`config.mk`:
```
export PLATFORM = sky130hd
export DESIGN_NAME = ssb_sequencer
export DESIGN_NICKNAME = d
export VERILOG_FILES = /design/src/hdl/ssb_pkg.sv /design/src/hdl/ssb_sequencer.sv
export SDC_FILE = /design/constraint.sdc
export NUM_CORES = 2
export LEC_CHECK = 0
export ABC_AREA = 1
export CAP_MARGIN = 0
export CORE_MARGIN = 5
export CORE_UTILIZATION = 65
export DETAILED_ROUTE_END_ITERATION = 8
export DONT_BUFFER_PORTS = 1
export PLACE_DENSITY = 0.93
export SYNTH_ARGS = -nofsm -noshare
export SYNTH_HDL_FRONTEND = slang
export SYNTH_SLANG_ARGS = --single-unit
```
`constraint.sdc`:
```
create_clock -name core_clk -period 11.9 [get_ports core_clk]
set_input_delay 0.595 -clock core_clk [delete_from_list [all_inputs] [get_ports core_clk]]
set_output_delay 0.595 -clock core_clk [all_outputs]
set_load 0.01 [all_outputs]
```
`src/hdl/ssb_pkg.sv`:
```
/*
 * Shared constants for the start, stop and braking sequencer: register
 * offsets, field positions, reset values, timing constants and states.
 * Assumes a 25 MHz core clock; all durations count in 10 ms steps.
 */
package ssb_pkg;

	// Clock and time base
	localparam int unsigned CLK_PERIOD_NS = 40;
	localparam int unsigned TIME_UNIT_NS = 10_000_000; // 0.01 s per duration step
	localparam int unsigned TICK_CYCLES_DEF = TIME_UNIT_NS / CLK_PERIOD_NS;

	// Register byte offsets
	localparam logic [7:0] OFS_CTRL = 8'h00;
	localparam logic [7:0] OFS_RATED_VOLT = 8'h04;
	localparam logic [7:0] OFS_BASE_FREQ = 8'h08;
	localparam logic [7:0] OFS_TARGET_FREQ = 8'h0C;
	localparam logic [7:0] OFS_RAMP_STEP = 8'h10;
	localparam logic [7:0] OFS_START_TIME = 8'h14;
	localparam logic [7:0] OFS_START_CUR = 8'h18;
	localparam logic [7:0] OFS_BLANK_TIME = 8'h1C;
	localparam logic [7:0] OFS_BRAKE_TIME = 8'h20;
	localparam logic [7:0] OFS_BRAKE_CUR = 8'h24;
	localparam logic [7:0] OFS_BRAKE_FREQ = 8'h28;
	localparam logic [7:0] OFS_DWELL_FREQ = 8'h2C;
	localparam logic [7:0] OFS_DWELL_TIME = 8'h30;
	localparam logic [7:0] OFS_DCBUS_LIMIT = 8'h34;
	localparam logic [7:0] OFS_STATUS = 8'h38;
	localparam logic [7:0] OFS_OUT_FREQ = 8'h3C;
	localparam logic [7:0] OFS_OUT_VOLT = 8'h40;

	// Control register fields
	localparam int unsigned CTRL_START_BIT = 0;
	localparam int unsigned CTRL_STOP_LSB = 4;
	localparam int unsigned CTRL_STALL_LSB = 8;
	localparam int unsigned STALL_DECEL_BIT = 3;

	// Start and stop method codes
	localparam logic START_RAMP = 1'b0;
	localparam logic START_INJECT = 1'b1;
	localparam logic [2:0] STOP_RAMP = 3'h0;
	localparam logic [2:0] STOP_INJECT = 3'h1;
	localparam logic [2:0] STOP_COAST = 3'h2;
	localparam logic [2:0] STOP_FLUX = 3'h3;
	localparam logic [2:0] STOP_POWER = 3'h4;

	// Reset values (frequency in 0.01 Hz, time in 0.01 s, current in %)
	localparam logic [9:0] RST_RATED_VOLT = 10'h0DC; // 220 V
	localparam logic [15:0] RST_BASE_FREQ = 16'h1770; // 60.00 Hz
	localparam logic [15:0] RST_TARGET_FREQ = 16'h0000;
	localparam logic [15:0] RST_RAMP_STEP = 16'h0001;
	localparam logic [15:0] RST_START_TIME = 16'h0000; // 0.00 s
	localparam logic [7:0] RST_START_CUR = 8'h32; // 50 %
	localparam logic [15:0] RST_BLANK_TIME = 16'h000A; // 0.10 s
	localparam logic [15:0] RST_BRAKE_TIME = 16'h0064; // 1.00 s
	localparam logic [7:0] RST_BRAKE_CUR = 8'h32; // 50 %
	localparam logic [15:0] RST_BRAKE_FREQ = 16'h01F4; // 5.00 Hz
	localparam logic [15:0] RST_DWELL_FREQ = 16'h0000;
	localparam logic [15:0] RST_DWELL_TIME = 16'h0000;
	localparam logic [9:0] RST_DCBUS_LIMIT = 10'h3FF;

	// Sequencer states, Gray coded along idle-start-run-decel-blank-brake
	typedef enum logic [2:0] {
		SSB_IDLE = 3'b000,
		SSB_START_INJ = 3'b001,
		SSB_RUN = 3'b011,
		SSB_DECEL = 3'b010,
		SSB_BLANK = 3'b110,
		SSB_BRAKE = 3'b111
	} ssb_state_e;

endpackage

```
`src/hdl/ssb_sequencer.sv`:
```
/*
 * Start, stop and braking sequencer of a V/F motor drive with its
 * register file and output voltage scaling.
 * Assumes run_cmd comes from a pin, while the measured input voltage and
 * DC bus voltage arrive from converters on core_clk. Register access is
 * through a plain strobe port, read data valid one cycle after the read.
 */
`timescale 1ns/1ns

module ssb_sequencer #(
	parameter int unsigned TICK_CYCLES = ssb_pkg::TICK_CYCLES_DEF
) (
	// Clock and reset
	input wire logic core_clk,
	input wire logic nrst,
	// Register port
	input wire logic [7:0] reg_addr,
	input wire logic [31:0] reg_wdata,
	input wire logic reg_wr,
	input wire logic reg_rd,
	output logic [31:0] reg_rdata,
	// Commands and measurements
	input wire logic run_cmd,
	input wire logic [9:0] input_volt,
	input wire logic [9:0] dc_bus_volt,
	// Drive outputs
	output logic out_enable,
	output logic [15:0] out_freq,
	output logic [9:0] out_volt,
	output logic dc_inject,
	output logic [7:0] dc_current,
	output logic flux_brake_active,
	output logic power_brake_active,
	output logic stall_prev_active,
	output logic dwell_active,
	output ssb_pkg::ssb_state_e seq_state
);
	import ssb_pkg::*;

	// Move cur toward goal by at most step
	function automatic logic [15:0] step_toward(input logic [15:0] cur, input logic [15:0] goal,
			input logic [15:0] step);
		logic [15:0] gap;
		gap = (cur > goal) ? cur - goal : goal - cur;
		if (gap <= step) begin
			step_toward = goal;
		end else if (cur > goal) begin
			step_toward = cur - step;
		end else begin
			step_toward = cur + step;
		end
	endfunction

	// Reset release through two flops
	logic rst_meta_q, rst_n_q;
	always_ff @(posedge core_clk or negedge nrst) begin
		if (!nrst) begin
			rst_meta_q <= 1'b0;
			rst_n_q <= 1'b0;
		end else begin
			rst_meta_q <= 1'b1;
			rst_n_q <= rst_meta_q;
		end
	end

	// Run pin synchroniser
	logic run_meta_q, run_q;
	always_ff @(posedge core_clk or negedge rst_n_q) begin
		if (!rst_n_q) begin
			run_meta_q <= 1'b0;
			run_q <= 1'b0;
		end else begin
			run_meta_q <= run_cmd;
			run_q <= run_meta_q;
		end
	end

	// Register file
	logic start_mode_q, start_mode_d;
	logic [2:0] stop_mode_q, stop_mode_d;
	logic [3:0] stall_en_q, stall_en_d;
	logic [9:0] rated_q, rated_d, dclim_q, dclim_d;
	logic [15:0] base_q, base_d, target_q, target_d, step_q, step_d;
	logic [15:0] st_time_q, st_time_d, blank_q, blank_d, bk_time_q, bk_time_d;
	logic [15:0] bk_freq_q, bk_freq_d, dw_freq_q, dw_freq_d, dw_time_q, dw_time_d;
	logic [7:0] st_cur_q, st_cur_d, bk_cur_q, bk_cur_d;
	logic [31:0] rdata_q, rdata_d;
	ssb_state_e state_q, state_d;
	logic [15:0] freq_q, freq_d;
	logic [9:0] volt_q, volt_d;

	// Decode writes and build the read answer; unmapped reads return zero
	always_comb begin
		start_mode_d = start_mode_q;
		stop_mode_d = stop_mode_q;
		stall_en_d = stall_en_q;
		rated_d = rated_q;
		dclim_d = dclim_q;
		base_d = base_q;
		target_d = target_q;
		step_d = step_q;
		st_time_d = st_time_q;
		st_cur_d = st_cur_q;
		blank_d = blank_q;
		bk_time_d = bk_time_q;
		bk_cur_d = bk_cur_q;
		bk_freq_d = bk_freq_q;
		dw_freq_d = dw_freq_q;
		dw_time_d = dw_time_q;
		rdata_d = 32'h0000_0000;
		if (reg_wr) begin
			case (reg_addr)
				OFS_CTRL: begin
					start_mode_d = reg_wdata[CTRL_START_BIT];
					stop_mode_d = reg_wdata[CTRL_STOP_LSB +: 3];
					stall_en_d = reg_wdata[CTRL_STALL_LSB +: 4];
				end
				OFS_RATED_VOLT: rated_d = reg_wdata[9:0];
				OFS_BASE_FREQ: base_d = reg_wdata[15:0];
				OFS_TARGET_FREQ: target_d = reg_wdata[15:0];
				OFS_RAMP_STEP: step_d = reg_wdata[15:0];
				OFS_START_TIME: st_time_d = reg_wdata[15:0];
				OFS_START_CUR: st_cur_d = reg_wdata[7:0];
				OFS_BLANK_TIME: blank_d = reg_wdata[15:0];
				OFS_BRAKE_TIME: bk_time_d = reg_wdata[15:0];
				OFS_BRAKE_CUR: bk_cur_d = reg_wdata[7:0];
				OFS_BRAKE_FREQ: bk_freq_d = reg_wdata[15:0];
				OFS_DWELL_FREQ: dw_freq_d = reg_wdata[15:0];
				OFS_DWELL_TIME: dw_time_d = reg_wdata[15:0];
				OFS_DCBUS_LIMIT: dclim_d = reg_wdata[9:0];
				default: ;
			endcase
		end
		if (reg_rd) begin
			case (reg_addr)
				OFS_CTRL: rdata_d = {20'h0_0000, stall_en_q, 1'b0, stop_mode_q, 3'h0, start_mode_q};
				OFS_RATED_VOLT: rdata_d = {22'h00_0000, rated_q};
				OFS_BASE_FREQ: rdata_d = {16'h0000, base_q};
				OFS_TARGET_FREQ: rdata_d = {16'h0000, target_q};
				OFS_RAMP_STEP: rdata_d = {16'h0000, step_q};
				OFS_START_TIME: rdata_d = {16'h0000, st_time_q};
				OFS_START_CUR: rdata_d = {24'h00_0000, st_cur_q};
				OFS_BLANK_TIME: rdata_d = {16'h0000, blank_q};
				OFS_BRAKE_TIME: rdata_d = {16'h0000, bk_time_q};
				OFS_BRAKE_CUR: rdata_d = {24'h00_0000, bk_cur_q};
				OFS_BRAKE_FREQ: rdata_d = {16'h0000, bk_freq_q};
				OFS_DWELL_FREQ: rdata_d = {16'h0000, dw_freq_q};
				OFS_DWELL_TIME: rdata_d = {16'h0000, dw_time_q};
				OFS_DCBUS_LIMIT: rdata_d = {22'h00_0000, dclim_q};
				OFS_STATUS: rdata_d = {20'h0_0000, dwell_active, stall_prev_active,
					power_brake_active, flux_brake_active, dc_inject, out_enable, run_q,
					2'h0, state_q};
				OFS_OUT_FREQ: rdata_d = {16'h0000, freq_q};
				OFS_OUT_VOLT: rdata_d = {22'h00_0000, volt_q};
				default: rdata_d = 32'h0000_0000;
			endcase
		end
	end

	// Register file storage
	always_ff @(posedge core_clk or negedge rst_n_q) begin
		if (!rst_n_q) begin
			start_mode_q <= START_RAMP;
			stop_mode_q <= STOP_RAMP;
			stall_en_q <= 4'h0;
			rated_q <= RST_RATED_VOLT;
			dclim_q <= RST_DCBUS_LIMIT;
			base_q <= RST_BASE_FREQ;
			target_q <= RST_TARGET_FREQ;
			step_q <= RST_RAMP_STEP;
			st_time_q <= RST_START_TIME;
			st_cur_q <= RST_START_CUR;
			blank_q <= RST_BLANK_TIME;
			bk_time_q <= RST_BRAKE_TIME;
			bk_cur_q <= RST_BRAKE_CUR;
			bk_freq_q <= RST_BRAKE_FREQ;
			dw_freq_q <= RST_DWELL_FREQ;
			dw_time_q <= RST_DWELL_TIME;
			rdata_q <= 32'h0000_0000;
		end else begin
			start_mode_q <= start_mode_d;
			stop_mode_q <= stop_mode_d;
			stall_en_q <= stall_en_d;
			rated_q <= rated_d;
			dclim_q <= dclim_d;
			base_q <= base_d;
			target_q <= target_d;
			step_q <= step_d;
			st_time_q <= st_time_d;
			st_cur_q <= st_cur_d;
			blank_q <= blank_d;
			bk_time_q <= bk_time_d;
			bk_cur_q <= bk_cur_d;
			bk_freq_q <= bk_freq_d;
			dw_freq_q <= dw_freq_d;
			dw_time_q <= dw_time_d;
			rdata_q <= rdata_d;
		end
	end

	assign reg_rdata = rdata_q;

	// 10 ms time base shared by ramps and all duration counts
	logic [31:0] tick_cnt_q, tick_cnt_d;
	logic tick;
	assign tick = (tick_cnt_q == TICK_CYCLES - 1);
	always_comb begin
		tick_cnt_d = tick ? 32'h0000_0000 : tick_cnt_q + 32'h0000_0001;
	end
	always_ff @(posedge core_clk or negedge rst_n_q) begin
		if (!rst_n_q) begin
			tick_cnt_q <= 32'h0000_0000;
		end else begin
			tick_cnt_q <= tick_cnt_d;
		end
	end

	// Sequencer: state, output frequency, duration timer, dwell tracking
	logic [15:0] timer_q, timer_d;
	logic dwell_done_q, dwell_done_d;
	logic dwell_skip, bus_high, dwell_hold;
	assign dwell_skip = (stop_mode_q == STOP_INJECT) && (dw_freq_q < bk_freq_q);
	assign bus_high = (stop_mode_q == STOP_POWER) && (dc_bus_volt > dclim_q);
	assign dwell_hold = (dw_time_q != 16'h0000) && !dwell_done_q && !dwell_skip &&
		(freq_q <= dw_freq_q) && (freq_q != 16'h0000);

	always_comb begin
		state_d = state_q;
		freq_d = freq_q;
		timer_d = (tick && timer_q != 16'hFFFF) ? timer_q + 16'h0001 : timer_q;
		dwell_done_d = dwell_done_q;
		case (state_q)
			SSB_IDLE: begin
				freq_d = 16'h0000;
				timer_d = 16'h0000;
				dwell_done_d = 1'b0;
				if (run_q) begin
					// Start method only matters when leaving idle
					state_d = (start_mode_q == START_INJECT) ? SSB_START_INJ : SSB_RUN;
				end
			end
			SSB_START_INJ: begin
				if (!run_q) begin
					state_d = SSB_IDLE;
				end else if (timer_q >= st_time_q) begin
					state_d = SSB_RUN;
				end
			end
			SSB_RUN: begin
				if (tick) begin
					freq_d = step_toward(freq_q, target_q, step_q);
				end
				if (!run_q) begin
					timer_d = 16'h0000;
					dwell_done_d = 1'b0;
					if (stop_mode_q == STOP_COAST) begin
						// Output drops at once; the motor spins down on its own
						state_d = SSB_IDLE;
						freq_d = 16'h0000;
					end else begin
						state_d = SSB_DECEL;
						freq_d = freq_q;
					end
				end
			end
			SSB_DECEL: begin
				if (run_q) begin
					state_d = SSB_RUN;
				end else if (stop_mode_q == STOP_INJECT && freq_q <= bk_freq_q) begin
					state_d = SSB_BLANK;
					freq_d = 16'h0000;
					timer_d = 16'h0000;
				end else if (freq_q == 16'h0000) begin
					state_d = SSB_IDLE;
				end else if (dwell_hold) begin
					freq_d = freq_q;
					if (timer_q >= dw_time_q) begin
						dwell_done_d = 1'b1;
					end
				end else if (tick && !bus_high) begin
					// In power braking, bus over the limit flattens the slope to zero
					freq_d = step_toward(freq_q, 16'h0000, step_q);
					timer_d = 16'h0000;
				end else begin
					timer_d = 16'h0000;
				end
			end
			SSB_BLANK: begin
				if (timer_q >= blank_q) begin
					state_d = SSB_BRAKE;
					timer_d = 16'h0000;
				end
			end
			SSB_BRAKE: begin
				if (timer_q >= bk_time_q) begin
					state_d = SSB_IDLE;
				end
			end
			default: begin
				state_d = SSB_IDLE;
				freq_d = 16'h0000;
			end
		endcase
	end

	always_ff @(posedge core_clk or negedge rst_n_q) begin
		if (!rst_n_q) begin
			state_q <= SSB_IDLE;
			freq_q <= 16'h0000;
			timer_q <= 16'h0000;
			dwell_done_q <= 1'b0;
		end else begin
			state_q <= state_d;
			freq_q <= freq_d;
			timer_q <= timer_d;
			dwell_done_q <= dwell_done_d;
		end
	end

	// Output voltage: linear to base, then capped by the supply
	logic [9:0] vin_idle_q, vin_idle_d, rated_eff;
	logic [25:0] v_prod;
	assign rated_eff = (rated_q == 10'h000) ? vin_idle_q : rated_q;
	assign v_prod = rated_eff * freq_q;
	always_comb begin
		vin_idle_d = (state_q == SSB_IDLE) ? input_volt : vin_idle_q;
		if (state_q != SSB_RUN && state_q != SSB_DECEL) begin
			volt_d = 10'h000;
		end else if (freq_q >= base_q) begin
			volt_d = (input_volt < rated_eff) ? input_volt : rated_eff;
		end else begin
			// The divider is costly but runs only on a registered path
			volt_d = 10'(v_prod / base_q);
		end
	end
	always_ff @(posedge core_clk or negedge rst_n_q) begin
		if (!rst_n_q) begin
			vin_idle_q <= 10'h000;
			volt_q <= 10'h000;
		end else begin
			vin_idle_q <= vin_idle_d;
			volt_q <= volt_d;
		end
	end

	// Drive outputs from state and settings
	logic decel_now;
	assign decel_now = (state_q == SSB_DECEL);
	assign seq_state = state_q;
	assign out_freq = freq_q;
	assign out_volt = volt_q;
	assign out_enable = (state_q == SSB_RUN) || decel_now || (state_q == SSB_START_INJ) ||
		(state_q == SSB_BRAKE);
	assign dc_inject = (state_q == SSB_START_INJ) || (state_q == SSB_BRAKE);
	assign dc_current = (state_q == SSB_START_INJ) ? st_cur_q :
		(state_q == SSB_BRAKE) ? bk_cur_q : 8'h00;
	assign flux_brake_active = decel_now && (stop_mode_q == STOP_FLUX);
	assign power_brake_active = decel_now && (stop_mode_q == STOP_POWER);
	// Flux and power braking take over from stall prevention while slowing down
	assign stall_prev_active = decel_now && stall_en_q[STALL_DECEL_BIT] &&
		!flux_brake_active && !power_brake_active;
	assign dwell_active = decel_now && dwell_hold && !run_q;
endmodule

```
==> run_results.csv, run 1 <==
group,metric,value,unit
cts,root_buffer,"clkbuf_16",
logic_synthesis,synth.area.top_cells,"ha_1, dfrtp_1, nand2_1",
logic_synthesis,synth_xor_area_share,5.93,%
logic_synthesis,synthAdderAreaFrac,24.0,%
placed_design,dpl_cell_area,50200,um^2
placed_design,routabilityCongestion,1.22,
cts,numCtsBuffers,29,
logic_synthesis,synthArstFlopShare,100,%
status,status,"stopped before the end",
global_route,grt_max_degree,78,
global_route,grtUsageTotal,104,%
logic_synthesis,yosys_register_bits,296,
placed_design,dp_hpwl,143000,um
status,error,"[ERROR GRT-0116] Global routing finished with congestion. Check the congestion regions in the DRC Viewer.",
cts,cts_max_level,1,
logic_synthesis,synth_top_family_by_area,"adder cells",
floorplanning,die_w,260,um
logic_synthesis,synth-simple-area-share,22.5,%
floorplanning,start_util,65.8,%
placed_design,dp_slack,-52.20,ns
global_route,grt_pass1_wl,534000,um
logic_synthesis,synth_area,40700,um^2
logic_synthesis,synth_edf_count,0,
placed_design,port_buffers,0,
logic_synthesis,synth_area_leader_cell,"ha_1",
logic_synthesis,yosysWarnings,0,
placed_design,dp_cells,7635,
global_route,grt_pass1_vias,77131,
global_route,grt.overflow.total,6375,
floorplanning,floorplan.rows,91,
logic_synthesis,muxShareOfSynthArea,0.123,%
logic_synthesis,netlist_instances,5839,
logic_synthesis,avgSynthCellArea,6.98,um^2
logic_synthesis,synth_top_area_share,18.4,%
logic_synthesis,synthFlopType,"dfrtp_1",
logic_synthesis,ys_seq_area_share,18.3,%
logic_synthesis,synth.distinct_cells,75,
cts,cts_buffer_depth,3,
cts,cts.sinks,296,
floorplanning,die_h,260,um
floorplanning,ioPinCount,140,
status,lastStage,"5_1_grt",
logic_synthesis,synth-compound-area-share,18.6,%
## logic make-up after synthesis
kind of cell / Yosys count
other cells: 2
buf+inv: 1107
xor+xnor: 276
compound gates: 1315
flops: 296
simple gates: 2125
mux: 5
fa+ha+maj: 713
## what timing repair did
item,4_1_cts
endpoints found under the hold margin,2
gates resized for setup,398
hold buffers,1
gates cloned,1
setup endpoints to repair,10
pin swaps,355
setup buffers,534
## cell usage after synthesis (all sizes together), types with 5 or more instances
| library cell | n |
|---|---|
| clkbuf | 124 |
| nand3b | 13 |
| o211ai | 33 |
| a41oi | 5 |
| a221oi | 24 |
| dfrtp | 256 |
| o21ai | 593 |
| and2 | 11 |
| o2111ai | 7 |
| xnor2 | 98 |
| o21bai | 61 |
| nand2 | 1288 |
| ha | 599 |
| clkinv | 17 |
| dfstp | 40 |
| inv | 935 |
| nor3 | 57 |
| fa | 114 |
| a21boi | 10 |
| nor2 | 412 |
| o221ai | 19 |
| nand4 | 65 |
| o22ai | 59 |
| nand3 | 209 |
| a31oi | 21 |
| a2111oi | 6 |
| o31ai | 15 |
| a21o | 42 |
| o21a | 25 |
| a211oi | 12 |
| mux2i | 5 |
| buf | 31 |
| xor2 | 178 |
| a21oi | 360 |
| nor4 | 28 |
| or2 | 32 |
## per-stage QoR
stage | hold WS (ns) | utilization [%]
CTS | 0.0393 | 91.4
global placement | 0.299 | 81.0
detailed placement | 0.300 | 81.0
floorplan | 0.299 | -
## layer usage
metal | GRT usage, % | GRT overflow
met2 | 128 | 4412
met3 | 88.7 | 378
met4 | 110 | 1178
met1 | 91.8 | 357
met5 | 83.6 | 50
==> inputs of run 2 (changes only) <==
--- a/config.mk
+++ b/config.mk
@@ -8,10 +8,10 @@
 export ABC_AREA = 1
 export CAP_MARGIN = 0
 export CORE_MARGIN = 5
-export CORE_UTILIZATION = 65
+export CORE_UTILIZATION = 40
 export DETAILED_ROUTE_END_ITERATION = 8
 export DONT_BUFFER_PORTS = 1
-export PLACE_DENSITY = 0.93
+export PLACE_DENSITY_LB_ADDON = 0.15
 export SYNTH_ARGS = -nofsm -noshare
 export SYNTH_HDL_FRONTEND = slang
 export SYNTH_SLANG_ARGS = --single-unit
==> run_results.csv, run 2 <==
group,metric,value,unit
placed_design,routabilityCongestion,1.06,
cts,cts_tree,"yes",
setup_path,arrival,59.24,ns
cts,root_buffer,"clkbuf_16",
logic_synthesis,synth_top_area_share,18.4,%
cells_and_area,area_delta_synth_final,43.1,%
sta,max_freq,17.0,MHz
routing,dr_wl_met3,11500,um
cells_and_area,largest_register,"tick_cnt_q",
placed_design,dp_hpwl,128000,um
floorplanning,ioPinCount,140,
logic_synthesis,avgSynthCellArea,6.98,um^2
setup_path,path_depth,489,
cts,clk_pin_slew,0.07,ns
logic_synthesis,synthTopCellsByCount,"nand2_1, inv_1, ha_1, o21ai_0, nor2_1",
routing,wl_per_cell,19.2,um
worst_hold_path,holdPathStages,0,
setup_path,criticalPathCategory,"reg2reg",
logic_synthesis,synth.distinct_cells,75,
cts,clock_latency,0.57,ns
routing,highest_layer,"met4",
sta,setup_slack,-46.87,ns
global_route,grt_max_degree,165,
logic_synthesis,synth.area.top_cells,"ha_1, dfrtp_1, nand2_1",
flow_run,cap_violations,0,
sta,hold_viol,0,
sta,setup_violations,10,
sta,tightest_slew,1.38,ns
logic_synthesis,synth_most_common_cell,"nand2_1",
floorplanning,core_area,101000,um^2
status,status,"finished, violations left",
logic_synthesis,synthFlopType,"dfrtp_1",
cells_and_area,layout-drive-gt1-share,31.9,%
cells_and_area,final_common_cell,"buf_4",
worst_hold_path,worstHoldStart,"run_cmd",
global_route,grt.overflow.total,0,
sta,max_slew_margin,7.70,%
sta,slew_violations,0,
setup_path,worst_path_max_delay_cell,"fa_1",
floorplanning,die_h,329,um
global_route,antenna_found_initial,7,
global_route,grt_pass1_wl,252000,um
placed_design,port_buffers,0,
logic_synthesis,synthArstFlopShare,100,%
setup_path,cp.required,12.37,ns
cells_and_area,largest_reg_flops,32,
routing,viasPerCell,5.20,
routing,drc_errors,0,
setup_path,cp_max_fo,8,
setup_path,cpMostUsedCell,"a21oi_2",
sta,fin_crit_sh,494,%
routing,route.met2.wl,79200,um
cts,cts_max_level,2,
sta,period_needed,58.77,ns
cts,cts.sinks,296,
cells_and_area,final_nets,8203,
setup_path,reg2reg_to,"out_volt[0]",
logic_synthesis,synth_area_leader_cell,"ha_1",
logic_synthesis,netlist_instances,5839,
routing,drt_iter0_drc,3240,
logic_synthesis,ys_seq_area_share,18.3,%
logic_synthesis,synth_edf_count,0,
setup_path,crit_family,"compound AO/OA/AOI/OAI gates",
routing,postRouteWirelength,169000,um
worst_hold_path,hp-class,"in2reg",
setup_path,crit_path_start_kind,"flop",
floorplanning,die-area,108000,um^2
logic_synthesis,yosysWarnings,0,
placed_design,dp_slack,-47.66,ns
routing,dr.pass1.iters,6,
routing,ant_nets,0,
floorplanning,start_util,40.1,%
setup_path,timing.rr.start,"rated_q[0]",
cells_and_area,most-common-layout-cells,"buf_4, nand2_1, inv_1",
logic_synthesis,synth_area,40700,um^2
worst_hold_path,hold_end,"run_meta_q",
setup_path,reg2reg_slack,-46.87,ns
routing,vias,45898,
cts,cts_buffer_depth,3,
global_route,grtUsageTotal,29.8,%
cts,numCtsBuffers,34,
setup_path,reg2reg_depth,489,
logic_synthesis,yosys_register_bits,296,
setup_path,max_stage_delay,0.57,ns
global_route,grt_pass1_vias,44344,
status,violations,"setup timing",
setup_path,end_kind,"flop",
routing,wl_met1,69300,um
floorplanning,die_w,329,um
setup_path,crit_buf_inv,148,
sta,grt_setup_unrepaired,"yes",
sta,fin_skew,0.0382,ns
floorplanning,floorplan.rows,117,
==> run 2: worst max path at each step <==
stage	from	to	slack, ns
5_1_grt	rated_q[0]	out_volt[0]	-51.28
4_1_cts	rated_q[9]	out_volt[0]	-45.27
3_3_place_gp	rated_q[3]	out_volt[0]	-46.22
2_1_floorplan	rated_q[9]	out_volt[0]	-49.57
6_report	rated_q[0]	out_volt[0]	-46.87
3_5_place_dp	rated_q[3]	out_volt[0]	-47.66
==> run 2: layout make-up <==
class / instances / area (um^2)
antenna: 10 / 25.0
clock buffer: 45 / 965
clock inverter: 15 / 161
fill: 9417 / 43200
inverter: 952 / 3630
multi-input combinational: 4452 / 31100
sequential: 296 / 7460
tap: 1368 / 1710
timing repair buffer: 1688 / 13200
timing repair inverter: 1 / 7.51
==> run 2: cell families after synthesis <==
family | synth area share (%)
flops | 18.3
compound gates | 18.6
xor+xnor | 5.93
fa+ha+maj | 24.0
mux | 0.123
buf+inv | 10.5
other cells | 0.0184
simple gates | 22.5
==> run 2: layer usage <==
layer / vias to the layer above / track usage, %
met3: 425 / 4.75
li1: 22484 / -
met4: 0 / 12.9
met2: 1475 / 51.1
met1: 21514 / 37.1
met5: - / 0
==> run 2: repair_timing <==
item / 4_1_cts / 5_1_grt
gates resized for setup: 177 / 287
setup buffers: 340 / 139
endpoints found under the setup margin: 10 / 10
hold buffers: 1 / 0
pin swaps: 225 / 290
cloned: 3 / 1
endpoints found under the hold margin: 2 / 0
==> run 2: metrics by stage <==
stage	hold WS (ns)	cells	setup TNS (ns)	instance area (um^2)	util, %
after CTS	0.0363	8681	-338.01	56100	55.3
final	0.0652	8827	-353.68	58300	57.5
after detailed placement	0.299	8277	-355.07	51800	51.0
after global routing	0.0397	8818	-387.88	58300	57.4
after floorplan	0.299	5854	-366.94	41800	-
after global placement	0.299	8277	-344.39	51800	51.0
Power of run 2 is not shown: default switching activity piles up to over one toggle a cycle in this logic, so the estimate is an artifact.
